### src/hdl/fcs_pkg.sv
// shared constants and types of the flash command sequencer
package fcs_pkg;
  // software register offsets (byte addresses)
  localparam logic [7:0] REG_CTRL   = 8'h00;
  localparam logic [7:0] REG_ADDR   = 8'h04;
  localparam logic [7:0] REG_DATA   = 8'h08;
  localparam logic [7:0] REG_CFG    = 8'h0c;
  localparam logic [7:0] REG_STATUS = 8'h10;
  localparam logic [7:0] REG_RDATA  = 8'h14;

  // status field positions
  localparam int ST_BUSY = 0;
  localparam int ST_DONE = 1;
  localparam int ST_FAIL = 2;
  localparam int ST_RB   = 3;

  // reset values
  localparam logic        CFG_WORD_RST = 1'b1;
  localparam logic [17:0] ADDR_RST     = 18'h00000;
  localparam logic [15:0] DATA_RST     = 16'h0000;

  // operations written to the control register
  localparam logic [3:0] OP_READ   = 4'h0;
  localparam logic [3:0] OP_RESET  = 4'h1;
  localparam logic [3:0] OP_IDENT  = 4'h2;
  localparam logic [3:0] OP_PROG   = 4'h3;
  localparam logic [3:0] OP_CHIP   = 4'h4;
  localparam logic [3:0] OP_SECT   = 4'h5;
  localparam logic [3:0] OP_SADD   = 4'h6;
  localparam logic [3:0] OP_SUSP   = 4'h7;
  localparam logic [3:0] OP_RESUME = 4'h8;
  localparam logic [3:0] OP_LAST   = 4'h8;

  // command bytes and unlock addresses
  localparam logic [15:0] CD_UNLOCK1 = 16'h00aa;
  localparam logic [15:0] CD_UNLOCK2 = 16'h0055;
  localparam logic [15:0] CD_PROG    = 16'h00a0;
  localparam logic [15:0] CD_IDENT   = 16'h0090;
  localparam logic [15:0] CD_ERASE   = 16'h0080;
  localparam logic [15:0] CD_CHIP    = 16'h0010;
  localparam logic [15:0] CD_SECT    = 16'h0030;
  localparam logic [15:0] CD_RESET   = 16'h00f0;
  localparam logic [15:0] CD_SUSP    = 16'h00b0;
  localparam logic [15:0] CD_RESUME  = 16'h0030;
  localparam logic [17:0] UA1_WORD   = 18'h00555;
  localparam logic [17:0] UA2_WORD   = 18'h002aa;
  localparam logic [17:0] UA1_BYTE   = 18'h00aaa;
  localparam logic [17:0] UA2_BYTE   = 18'h00555;
  localparam logic [17:0] ADDR_ANY   = 18'h00000;

  // pin timing
  localparam int CLK_NS     = 50;
  localparam int WE_LOW_NS  = 35;
  localparam int RD_ACC_NS  = 120;
  localparam int WE_CYC     = ((WE_LOW_NS + CLK_NS - 1) / CLK_NS) < 1 ? 1 : (WE_LOW_NS + CLK_NS - 1) / CLK_NS;
  localparam int RD_CYC     = ((RD_ACC_NS + CLK_NS - 1) / CLK_NS) < 1 ? 1 : (RD_ACC_NS + CLK_NS - 1) / CLK_NS;

  typedef enum logic [1:0] {CYC_IDLE, CYC_SETUP, CYC_STROBE, CYC_HOLD} fcs_cyc_e;
  typedef enum logic [2:0] {SQ_IDLE, SQ_SEQ, SQ_POLL, SQ_RECHK, SQ_FINAL, SQ_ABORT} fcs_seq_e;
endpackage

### src/hdl/fcs_bus_cycle.sv
// one flash bus cycle: write or read with strobe timing
`timescale 1ns/1ns
module fcs_bus_cycle (
  input  wire logic        sys_clk,
  input  wire logic        rst_n,
  input  wire logic        req,
  input  wire logic        req_rd,
  input  wire logic [17:0] req_addr,
  input  wire logic [15:0] req_data,
  output logic             ack,
  output logic [15:0]      rd_data,
  output logic             ce_n,
  output logic             we_n,
  output logic             oe_n,
  output logic [17:0]      addr,
  output logic [15:0]      dq_o,
  output logic             dq_oe,
  input  wire logic [15:0] dq_i
);
  typedef struct packed {
    fcs_pkg::fcs_cyc_e st;
    logic [2:0]        cnt;
    logic              rd;
    logic              ack;
    logic [15:0]       rdata;
    logic              ce_n;
    logic              we_n;
    logic              oe_n;
    logic [17:0]       addr;
    logic [15:0]       dq_o;
    logic              dq_oe;
  } fcs_cyc_s;

  fcs_cyc_s s_r;
  fcs_cyc_s s_nxt;

  always_comb begin
    s_nxt     = s_r;
    s_nxt.ack = 1'b0;
    case (s_r.st)
      fcs_pkg::CYC_IDLE: begin
        // ack still high means the requester has not yet moved on
        if (req && !s_r.ack) begin
          s_nxt.addr  = req_addr;
          s_nxt.dq_o  = req_data;
          s_nxt.dq_oe = !req_rd;
          s_nxt.rd    = req_rd;
          s_nxt.st    = fcs_pkg::CYC_SETUP;
        end
      end
      fcs_pkg::CYC_SETUP: begin
        // address settles a full cycle before both strobes fall together
        s_nxt.ce_n = 1'b0;
        s_nxt.oe_n = !s_r.rd;
        s_nxt.we_n = s_r.rd;
        s_nxt.cnt  = s_r.rd ? 3'(fcs_pkg::RD_CYC - 1) : 3'(fcs_pkg::WE_CYC - 1);
        s_nxt.st   = fcs_pkg::CYC_STROBE;
      end
      fcs_pkg::CYC_STROBE: begin
        if (s_r.cnt == 3'h0) begin
          if (s_r.rd) begin
            s_nxt.rdata = dq_i;
          end
          s_nxt.ce_n = 1'b1;
          s_nxt.we_n = 1'b1;
          s_nxt.oe_n = 1'b1;
          s_nxt.st   = fcs_pkg::CYC_HOLD;
        end else begin
          s_nxt.cnt = s_r.cnt - 3'h1;
        end
      end
      fcs_pkg::CYC_HOLD: begin
        // data held one cycle past the strobe rise
        s_nxt.dq_oe = 1'b0;
        s_nxt.ack   = 1'b1;
        s_nxt.st    = fcs_pkg::CYC_IDLE;
      end
      default: s_nxt.st = fcs_pkg::CYC_IDLE;
    endcase
  end

  always_ff @(posedge sys_clk or negedge rst_n) begin
    if (!rst_n) begin
      s_r <= '{st: fcs_pkg::CYC_IDLE, cnt: 3'h0, rd: 1'b0, ack: 1'b0, rdata: 16'h0000, ce_n: 1'b1,
               we_n: 1'b1, oe_n: 1'b1, addr: 18'h00000, dq_o: 16'h0000, dq_oe: 1'b0};
    end else begin
      s_r <= s_nxt;
    end
  end

  assign ack     = s_r.ack;
  assign rd_data = s_r.rdata;
  assign ce_n    = s_r.ce_n;
  assign we_n    = s_r.we_n;
  assign oe_n    = s_r.oe_n;
  assign addr    = s_r.addr;
  assign dq_o    = s_r.dq_o;
  assign dq_oe   = s_r.dq_oe;
endmodule // fcs_bus_cycle

### src/hdl/fcs_ctrl.sv
// flash command sequencer: apb registers, command sequences and status polling
//
// Local design decisions: the placing of the registers and the APB register port.
`timescale 1ns/1ns
module fcs_ctrl (
  input  wire logic        sys_clk,
  input  wire logic        rst_n,
  input  wire logic        psel,
  input  wire logic        penable,
  input  wire logic        pwrite,
  input  wire logic [7:0]  paddr,
  input  wire logic [31:0] pwdata,
  output logic [31:0]      prdata,
  output logic             pready,
  output logic             pslverr,
  output logic             ce_n,
  output logic             we_n,
  output logic             oe_n,
  output logic [17:0]      flash_addr,
  output logic [15:0]      dq_o,
  output logic             dq_oe,
  input  wire logic [15:0] dq_i,
  input  wire logic        ready_busy_n_output,
  output logic             word_mode
);
  typedef struct packed {
    fcs_pkg::fcs_seq_e st;
    logic [3:0]        op;
    logic [2:0]        idx;
    logic              req;
    logic              busy;
    logic              done;
    logic              fail;
    logic [15:0]       rdata;
    logic [17:0]       addr;
    logic [15:0]       data;
    logic              word;
    logic              pready;
    logic              pslverr;
    logic [31:0]       prdata;
  } fcs_ctrl_s;

  fcs_ctrl_s s_r;
  fcs_ctrl_s s_nxt;

  logic        eng_ack;
  logic [15:0] eng_rd;
  logic        stp_rd;
  logic [17:0] stp_addr;
  logic [15:0] stp_data;
  logic [17:0] ua1;
  logic [17:0] ua2;
  logic [2:0]  last_idx;
  logic        poll_op;
  logic        dq7_exp;
  logic        match;
  logic        wr_acc;
  logic        rd_set;

  assign ua1      = s_r.word ? fcs_pkg::UA1_WORD : fcs_pkg::UA1_BYTE;
  assign ua2      = s_r.word ? fcs_pkg::UA2_WORD : fcs_pkg::UA2_BYTE;
  assign poll_op  = (s_r.op == fcs_pkg::OP_PROG) || (s_r.op == fcs_pkg::OP_CHIP) || (s_r.op == fcs_pkg::OP_SECT);
  // erase finishes with all ones, program with the written bit
  assign dq7_exp  = (s_r.op == fcs_pkg::OP_PROG) ? s_r.data[7] : 1'b1;
  assign match    = eng_rd[7] == dq7_exp;
  assign wr_acc   = psel && penable && s_r.pready && pwrite;
  assign rd_set   = psel && !penable;

  always_comb begin
    case (s_r.op)
      fcs_pkg::OP_PROG, fcs_pkg::OP_IDENT: last_idx = 3'h3;
      fcs_pkg::OP_CHIP, fcs_pkg::OP_SECT:  last_idx = 3'h5;
      default:                             last_idx = 3'h0;
    endcase
  end

  // bus cycle for the current step; command bytes keep the upper byte at zero
  always_comb begin
    stp_rd   = 1'b0;
    stp_addr = fcs_pkg::ADDR_ANY;
    stp_data = fcs_pkg::CD_RESET;
    case (s_r.st)
      fcs_pkg::SQ_POLL, fcs_pkg::SQ_RECHK, fcs_pkg::SQ_FINAL: begin
        stp_rd   = 1'b1;
        stp_addr = s_r.addr;
      end
      fcs_pkg::SQ_ABORT: begin
        stp_data = fcs_pkg::CD_RESET;
      end
      default: begin
        case (s_r.op)
          fcs_pkg::OP_READ: begin
            stp_rd   = 1'b1;
            stp_addr = s_r.addr;
          end
          fcs_pkg::OP_RESET:  stp_data = fcs_pkg::CD_RESET;
          fcs_pkg::OP_SUSP:   stp_data = fcs_pkg::CD_SUSP;
          fcs_pkg::OP_RESUME: stp_data = fcs_pkg::CD_RESUME;
          fcs_pkg::OP_SADD: begin
            stp_addr = s_r.addr;
            stp_data = fcs_pkg::CD_SECT;
          end
          default: begin
            case (s_r.idx)
              3'h0: begin
                stp_addr = ua1;
                stp_data = fcs_pkg::CD_UNLOCK1;
              end
              3'h1: begin
                stp_addr = ua2;
                stp_data = fcs_pkg::CD_UNLOCK2;
              end
              3'h2: begin
                stp_addr = ua1;
                stp_data = (s_r.op == fcs_pkg::OP_PROG) ? fcs_pkg::CD_PROG :
                           (s_r.op == fcs_pkg::OP_IDENT) ? fcs_pkg::CD_IDENT : fcs_pkg::CD_ERASE;
              end
              3'h3: begin
                stp_addr = (s_r.op == fcs_pkg::OP_PROG || s_r.op == fcs_pkg::OP_IDENT) ? s_r.addr : ua1;
                stp_data = (s_r.op == fcs_pkg::OP_PROG) ? s_r.data : fcs_pkg::CD_UNLOCK1;
                stp_rd   = s_r.op == fcs_pkg::OP_IDENT;
              end
              3'h4: begin
                stp_addr = ua2;
                stp_data = fcs_pkg::CD_UNLOCK2;
              end
              default: begin
                stp_addr = (s_r.op == fcs_pkg::OP_SECT) ? s_r.addr : ua1;
                stp_data = (s_r.op == fcs_pkg::OP_SECT) ? fcs_pkg::CD_SECT : fcs_pkg::CD_CHIP;
              end
            endcase
          end
        endcase
      end
    endcase
  end

  always_comb begin
    s_nxt         = s_r;
    s_nxt.pready  = rd_set;
    s_nxt.pslverr = 1'b0;
    // read data and error are prepared in the setup phase so they leave flops
    if (rd_set) begin
      s_nxt.prdata = 32'h00000000;
      case (paddr)
        fcs_pkg::REG_CTRL:   s_nxt.prdata[3:0] = s_r.op;
        fcs_pkg::REG_ADDR:   s_nxt.prdata[17:0] = s_r.addr;
        fcs_pkg::REG_DATA:   s_nxt.prdata[15:0] = s_r.data;
        fcs_pkg::REG_CFG:    s_nxt.prdata[0] = s_r.word;
        fcs_pkg::REG_STATUS: begin
          s_nxt.prdata[fcs_pkg::ST_BUSY] = s_r.busy;
          s_nxt.prdata[fcs_pkg::ST_DONE] = s_r.done;
          s_nxt.prdata[fcs_pkg::ST_FAIL] = s_r.fail;
          s_nxt.prdata[fcs_pkg::ST_RB]   = ready_busy_n_output;
        end
        fcs_pkg::REG_RDATA:  s_nxt.prdata[15:0] = s_r.rdata;
        default:             s_nxt.pslverr = 1'b1;
      endcase
    end
    // parameters cannot change under a running sequence
    if (wr_acc && !s_r.busy) begin
      case (paddr)
        fcs_pkg::REG_ADDR: s_nxt.addr = pwdata[17:0];
        fcs_pkg::REG_DATA: s_nxt.data = pwdata[15:0];
        fcs_pkg::REG_CFG:  s_nxt.word = pwdata[0];
        fcs_pkg::REG_CTRL: begin
          if (pwdata[3:0] <= fcs_pkg::OP_LAST) begin
            s_nxt.op   = pwdata[3:0];
            s_nxt.idx  = 3'h0;
            s_nxt.req  = 1'b1;
            s_nxt.busy = 1'b1;
            s_nxt.done = 1'b0;
            s_nxt.fail = 1'b0;
            s_nxt.st   = fcs_pkg::SQ_SEQ;
          end
        end
        default: ;
      endcase
    end
    case (s_r.st)
      fcs_pkg::SQ_IDLE: ;
      fcs_pkg::SQ_SEQ: begin
        if (eng_ack) begin
          if (s_r.idx == last_idx) begin
            if (poll_op) begin
              s_nxt.st = fcs_pkg::SQ_POLL;
            end else begin
              s_nxt.rdata = eng_rd;
              s_nxt.req   = 1'b0;
              s_nxt.busy  = 1'b0;
              s_nxt.done  = 1'b1;
              s_nxt.st    = fcs_pkg::SQ_IDLE;
            end
          end else begin
            s_nxt.idx = s_r.idx + 3'h1;
          end
        end
      end
      fcs_pkg::SQ_POLL: begin
        if (eng_ack) begin
          if (match) begin
            s_nxt.st = fcs_pkg::SQ_FINAL;
          end else if (eng_rd[5]) begin
            s_nxt.st = fcs_pkg::SQ_RECHK;
          end
        end
      end
      fcs_pkg::SQ_RECHK: begin
        if (eng_ack) begin
          s_nxt.st = match ? fcs_pkg::SQ_FINAL : fcs_pkg::SQ_ABORT;
        end
      end
      fcs_pkg::SQ_FINAL: begin
        // status bit may flip ahead of the others, so take this fresh read
        if (eng_ack) begin
          s_nxt.rdata = eng_rd;
          s_nxt.req   = 1'b0;
          s_nxt.busy  = 1'b0;
          s_nxt.done  = 1'b1;
          s_nxt.st    = fcs_pkg::SQ_IDLE;
        end
      end
      fcs_pkg::SQ_ABORT: begin
        if (eng_ack) begin
          s_nxt.fail = 1'b1;
          s_nxt.req  = 1'b0;
          s_nxt.busy = 1'b0;
          s_nxt.done = 1'b1;
          s_nxt.st   = fcs_pkg::SQ_IDLE;
        end
      end
      default: s_nxt.st = fcs_pkg::SQ_IDLE;
    endcase
  end

  always_ff @(posedge sys_clk or negedge rst_n) begin
    if (!rst_n) begin
      s_r <= '{st: fcs_pkg::SQ_IDLE, op: fcs_pkg::OP_READ, idx: 3'h0, req: 1'b0, busy: 1'b0, done: 1'b0,
               fail: 1'b0, rdata: 16'h0000, addr: fcs_pkg::ADDR_RST, data: fcs_pkg::DATA_RST,
               word: fcs_pkg::CFG_WORD_RST, pready: 1'b0, pslverr: 1'b0, prdata: 32'h00000000};
    end else begin
      s_r <= s_nxt;
    end
  end

  fcs_bus_cycle u_cyc (
    .sys_clk  (sys_clk),
    .rst_n    (rst_n),
    .req      (s_r.req),
    .req_rd   (stp_rd),
    .req_addr (stp_addr),
    .req_data (stp_data),
    .ack      (eng_ack),
    .rd_data  (eng_rd),
    .ce_n     (ce_n),
    .we_n     (we_n),
    .oe_n     (oe_n),
    .addr     (flash_addr),
    .dq_o     (dq_o),
    .dq_oe    (dq_oe),
    .dq_i     (dq_i)
  );

  assign prdata    = s_r.prdata;
  assign pready    = s_r.pready;
  assign pslverr   = s_r.pslverr;
  assign word_mode = s_r.word;
endmodule // fcs_ctrl

### config.mk
export PLATFORM = sky130hd
export DESIGN_NAME = fcs_ctrl
export DESIGN_NICKNAME = d
export VERILOG_FILES = /design/src/hdl/fcs_pkg.sv /design/src/hdl/fcs_bus_cycle.sv /design/src/hdl/fcs_ctrl.sv
export SDC_FILE = /design/constraint.sdc
export NUM_CORES = 1
export LEC_CHECK = 0
export BUFFER_PORTS_ARGS = -buffer_cell sky130_fd_sc_hd__buf_4
export CORE_MARGIN = 10
export CORE_UTILIZATION = 50
export DETAILED_ROUTE_END_ITERATION = 6
export GPL_TIMING_DRIVEN = 0
export PLACE_DENSITY = 0.73
export SLEW_MARGIN = 30
export SYNTH_ARGS = -nofsm -noshare
export SYNTH_HDL_FRONTEND = slang
export SYNTH_SLANG_ARGS = --single-unit
### constraint.sdc
create_clock -name sys_clk -period 2.74 [get_ports sys_clk]
set_input_delay 0.548 -clock sys_clk [delete_from_list [all_inputs] [get_ports sys_clk]]
set_output_delay 0.548 -clock sys_clk [all_outputs]
set_load 0.005 [all_outputs]
* After elaboration in Yosys (flattened, before gate mapping)
Index checks and enable logic that the tools add are counted.
W data, S select, Z words.
** Word-level totals
- Register bits after elaboration :: 146
- Input port bits :: 62
- Word-level logic and storage cells :: 172
** Operators by class
- Add/subtract/negate cells :: 2
- Order comparisons :: 1
- Equality and inequality tests :: 34
- Multiplexer cells :: 63
- Reduce and logical (&&, ||, !) cells :: 47
** Operator list (count)
- $mux W16 :: 6
- $pmux W18 S2 :: 2
- $pmux W16 S4 :: 1
- $pmux W18 S3 :: 1
- $pmux W16 S3 :: 1
- $mux W14 :: 3
- $mux W3 :: 14
- $mux W18 :: 2
- $pmux W12 S3 :: 1
- $mux W33 :: 1
- $pmux W16 S2 :: 1
- $pmux W3 S5 :: 2
- $mux W6 :: 3
- $pmux W3 S2 :: 3
- $eq A4 B3 Y1 const B :: 4
- $eq A8 B4 Y1 const B :: 2
- $eq A8 B5 Y1 const B :: 2
- $reduce_and A2 Y1 :: 8
- $reduce_or A2 Y1 :: 8
- $eq A3 B2 Y1 const B :: 4
- $mux W12 :: 1
- $mux W11 :: 1
- $mux W2 :: 5
- $eq A3 B3 Y1 const B :: 3
- 34 further kinds :: 68

* Depth between registers and ports, before layout
- Depth in word-level cells :: 9
- Depth in mapped cells :: 9
- Mapped depth without buffers :: 7

* By module
A second synthesis with hierarchy kept.
** Unflattened totals
- Cells, all modules :: 741
- Area, all modules :: 8209.1 µm²
** Modules (own cells, without submodules)
- fcs_ctrl :: times used 1, cells an instance 527, area an instance 5310.1 µm², sequential area each 2128.3 µm²
- fcs_bus_cycle :: times used 1, cells an instance 214, area an instance 2899.0 µm², sequential area each 1530.2 µm²

* Worst setup path after synthesis
Ideal clock, no wire load.
- Path type :: reg2reg
- Start point :: register s_r[91] in the netlist's numbering
- End point :: register u_cyc.s_r (netlist bit u_cyc.addr[0])
- Library setup time :: 0.126 ns
- Data arrival time :: 1.938 ns
- Setup slack :: 0.676 ns
- Cell stages (with the launch flop) :: 9
- Path buffers :: 1
- Period minus slack after synthesis :: 2.064 ns
- Path through :: dfrtp_1 -> clkbuf_1 -> inv_1 -> ha_1 -> inv_1 -> a21o_1 -> a2bb2oi_1 -> a31oi_1 -> a221o_1
** On the way
- Longest elaborated chain between the ends :: 5
** Ends and longest elaborated chain
- start: declaration :: RTL line fcs_ctrl.sv:43 : fcs_ctrl_s s_r;
- start signal: assignment :: RTL line fcs_ctrl.sv:238 : s_r <= '{st: fcs_pkg::SQ_IDLE, op: fcs_pkg::OP_READ, idx: 3'h0, req: 1'b0, busy: 1'b0, done: 1'b0,
- start signal: assignment :: RTL line fcs_ctrl.sv:242 : s_r <= s_nxt;
- $eq A3 B3 Y1 (tied with other cells) :: RTL line fcs_ctrl.sv:104 : case (s_r.idx)
- $reduce_or A2 Y1 (no line)
- $pmux W18 S3 * :: RTL line fcs_ctrl.sv:104
- $pmux W18 S2 * :: RTL line fcs_ctrl.sv:91 : case (s_r.op)
- $pmux W18 S2 * :: RTL line fcs_ctrl.sv:82 : case (s_r.st)
- end signal: assignment :: RTL line fcs_bus_cycle.sv:84 : s_r <= '{st: fcs_pkg::CYC_IDLE, cnt: 3'h0, rd: 1'b0, ack: 1'b0, rdata: 16'h0000, ce_n: 1'b1,
- end signal: assignment :: RTL line fcs_bus_cycle.sv:87 : s_r <= s_nxt;
- end: declaration :: RTL line fcs_bus_cycle.sv:34 : fcs_cyc_s s_r;
Mark *: on every way between the ends. The rest lies on a longest branch, timed or not.
A chain may end at the register's enable or synchronous reset.

* Worst setup path in the final report
- Start point :: register s_r[91] in the netlist's numbering
- End point :: register u_cyc.s_r (netlist bit u_cyc.addr[13])
The elaborated chain is that of the path after synthesis.

==> flow_summary.json <==
{
  "p_seq_share_pct": 43.6,
  "placed_area_mm2": 0.00867,
  "slew_headroom_pct": 52.0,
  "hold_slack_ns": 0.0426,
  "wl_um": 20500,
  "clock.fmax_ghz": 0.399,
  "finalHoldViolCount": 0,
  "area_growth_pct": 22.6,
  "synth.top_cell.area_share_pct": 46.9,
  "cts_buffers": 17,
  "grt_most_used_layer": "met2",
  "hold_class": "in2async",
  "first_pass_iters": 7,
  "violations": "DRC",
  "clkLatencyLatePin_ns": 0.43,
  "cp.required_ns": 3.01,
  "setup_violations": 0,
  "p_leak_nw": 4.60,
  "clkTransAtPathRegs_ns": 0.06,
  "crit_arrival_ns": 2.78,
  "async_flop_share_pct": 100,
  "fin_ws_ns": 0.235,
  "regArea_mm2": 0.00366,
  "drv_slew": 0,
  "nNetsFinal": 899,
  "start_util_pct": 51.5,
  "max_stage_delay_ns": 0.61,
  "gp_congestion": 0.981,
  "maxCapViolCount": 0,
  "track_usage_pct": 20.1,
  "die_y_um": 143,
  "io_pins": 135,
  "multiInputGateArea_mm2": 0.00323,
  "htreeDepth": 4,
  "vdd.ir_drop.worst_v": 0.000594,
  "antenna_found_initial": 0,
  "drt_drc_violations_left": 1,
  "crit_slowest_cell": "a21oi_1",
  "num_antenna_cells": 0,
  "drtIter0Drc": 534,
  "num_vias": 5894,
  "die-area_mm2": 0.0205,
  "fin_skew_ns": 0.0103,
  "rsz0062_at_grt": "false",
  "yosysSeqAreaShare_pct": 48.3,
  "layout-drive-gt1-share_pct": 38.1,
  "synthTopCellsByArea": "dfrtp_1, mux2_2, buf_4",
  "yosysUniqueCellTypes": 70,
  "fillers": 1169,
  "total_power_mw": 5.48,
  "tns_ns": 0,
  "start_kind": "register",
  "path_cells": "inv_1, ha_1, nor2_1, and3b_1, o21bai_1, a21oi_1, a21oi_1",
  "synth_edf_count": 0,
  "swShare_pct": 24.7,
  "critPathKind": "reg2reg",
  "final_util_pct": 63.2,
  "cts.sinks": 146,
  "cts_max_path_buffers": 2,
  "outcome": "finished, violations left",
  "grt_pass1_vias": 6009,
  "overflow": 0,
  "cts_tree": "built",
  "via_per_inst": 5.76,
  "synth_cells": 689,
  "yosysMostFrequentCell": "dfrtp_1",
  "netlist_area_mm2": 0.00757,
  "critical_path_buf_inv_count": 1,
  "switchingPower_mw": 1.35,
  "ys_ff_latch": 146,
  "combPwrFrac_pct": 12.7,
  "intPower_mw": 4.13,
  "cts_root_buf": "clkbuf_16",
  "design.core.area_mm2": 0.0147,
  "postRouteAntennaNets": 0,
  "met3_usage_pct": 5.44,
  "fin_area_mm2": 0.00928,
  "synthTopCellsByCount": "dfrtp_1, mux2_2, buf_4, nand2_1, o21ai_0",
  "cp_max_fo": 13,
  "cpMostUsedCell": "a21oi_1",
  "ys.warnings.count": 0,
  "stdcell_count": 1023,
  "dp_hpwl_um": 15200,
  "pre_cts_slack_ns": 0.182,
  "powerDensity_mw_per_mm2": 590,
  "synth_top_flop_cell": "dfrtp_1",
  "dp.cells": 992,
  "fin_crit_sh_pct": 91.4,
  "fp-row-count": 44,
  "grt_start_max_net_pins": 89,
  "globalRouteMet1Util_pct": 26.2,
  "end_kind": "register",
  "power_frac_clock_pct": 43.7,
  "syn_area_per_cell_um2": 11.0,
  "grt_pass1_wl_um": 32400,
  "dieWidth_um": 143,
  "tightest_slew_ns": 0.716,
  "yosys.area.top_type": "dfrtp_1",
  "wl_per_cell_um": 20.0,
  "met2_usage_pct": 31.2,
  "path_delay_family": "compound AO/OA/AOI/OAI gates",
  "port_buffers": 105,
  "min_period_ns": 2.50
}
## what timing repair did
item	CTS	global route
setup buffers	0	0
resized for setup	0	1
hold buffers	0	0
setup endpoints to repair	0	9
## cell families (layout without fill, tap and decap cells)
family,Yosys count,after routing,synth area share (%)
buffers and inverters,121,258,9.73
AO/OA/AOI/OAI,168,168,15.3
adder cells (fa/ha/maj),11,11,1.82
flip-flops,146,146,48.3
multiplexers,91,91,14.2
other,1,14,0.0495
XOR/XNOR,4,4,0.562
AND/OR/NAND/NOR,147,147,9.96
## final cells by class
| class | instances | share of cell area [%] |
|---|---|---|
| clock inverters | 10 | 1.42 |
| repair buffers | 106 | 8.87 |
| plain buffers | 105 | 7.29 |
| well taps | 184 | 2.48 |
| clock buffers | 22 | 5.11 |
| flip-flops and latches | 146 | 39.4 |
| multi-input cells | 435 | 34.8 |
| inverters | 15 | 0.607 |
## power by group through the flow
stage               Clock [mW]  Sequential, mW  Combinational, mW
floorplan                    0            2.40              0.434
global placement             0            2.41              0.651
detailed placement           0            2.42              0.697
CTS                       2.41            2.39              0.703
global route              2.52            2.40              0.773
finish                    2.39            2.39              0.698
## layout by cell type, fill, tap and decap left out, types with 4 or more instances in the layout
cell | Yosys | routed
buf_4 | 67 | 171
dfrtp_1 | 142 | 142
mux2_2 | 74 | 74
nand2_1 | 63 | 63
o21ai_0 | 52 | 52
a21oi_1 | 22 | 22
clkbuf_1 | 21 | 22
nor2_1 | 21 | 21
clkbuf_16 | 0 | 17
inv_1 | 15 | 15
a31oi_1 | 14 | 14
a22oi_1 | 14 | 14
conb_1 | 1 | 14
buf_2 | 13 | 13
a221o_1 | 12 | 12
ha_1 | 11 | 11
mux2_4 | 10 | 10
a22o_1 | 10 | 10
nand2b_1 | 8 | 8
nand3_1 | 7 | 7
nand4_1 | 6 | 6
nor3_1 | 6 | 6
mux2i_1 | 5 | 5
nor2b_1 | 5 | 5
clkinv_2 | 0 | 5
o21a_1 | 4 | 4
o211ai_1 | 4 | 4
and3_1 | 4 | 4
dfstp_2 | 4 | 4
## path summary, 6_finish.rpt
path	to	cells past startpoint	slack, ns	from
setup / recovery	u_cyc.addr[13]$_DFFE_PN0P_	7	0.24	s_r[91]$_DFF_PN0_
hold / removal	u_cyc.s_r[56]$_DFFE_PN0P_	1	0.04	rst_n
setup reg to reg	u_cyc.addr[13]$_DFFE_PN0P_	7	0.24	s_r[91]$_DFF_PN0_
hold reg to reg	u_cyc.dq_o[1]$_DFFE_PN0P_	1	0.48	u_cyc.dq_o[1]$_DFFE_PN0P_
max in group asynchronous	prdata[9]$_DFFE_PN0P_	2	1.90	rst_n
min in group sys_clk	u_cyc.rd_data[1]$_DFFE_PN0P_	2	0.35	dq_i[1]
## layer usage
metal | up-vias | wire length (um)
li1 | 2712 | -
met1 | 2857 | 8690
met2 | 288 | 9590
met3 | 37 | 1760
met4 | 0 | 423
met5 | - | 0
## sequential cells by signal (all words and copies together), names as in the netlist
name,flops
prdata,18
pready,1
pslverr,1
s_r,64
u_cyc.ack,1
u_cyc.addr,18
u_cyc.ce_n,1
u_cyc.dq_o,16
u_cyc.dq_oe,1
u_cyc.oe_n,1
u_cyc.rd_data,16
u_cyc.s_r,6
u_cyc.we_n,1
word_mode,1
(Power assumes the default switching activity.)
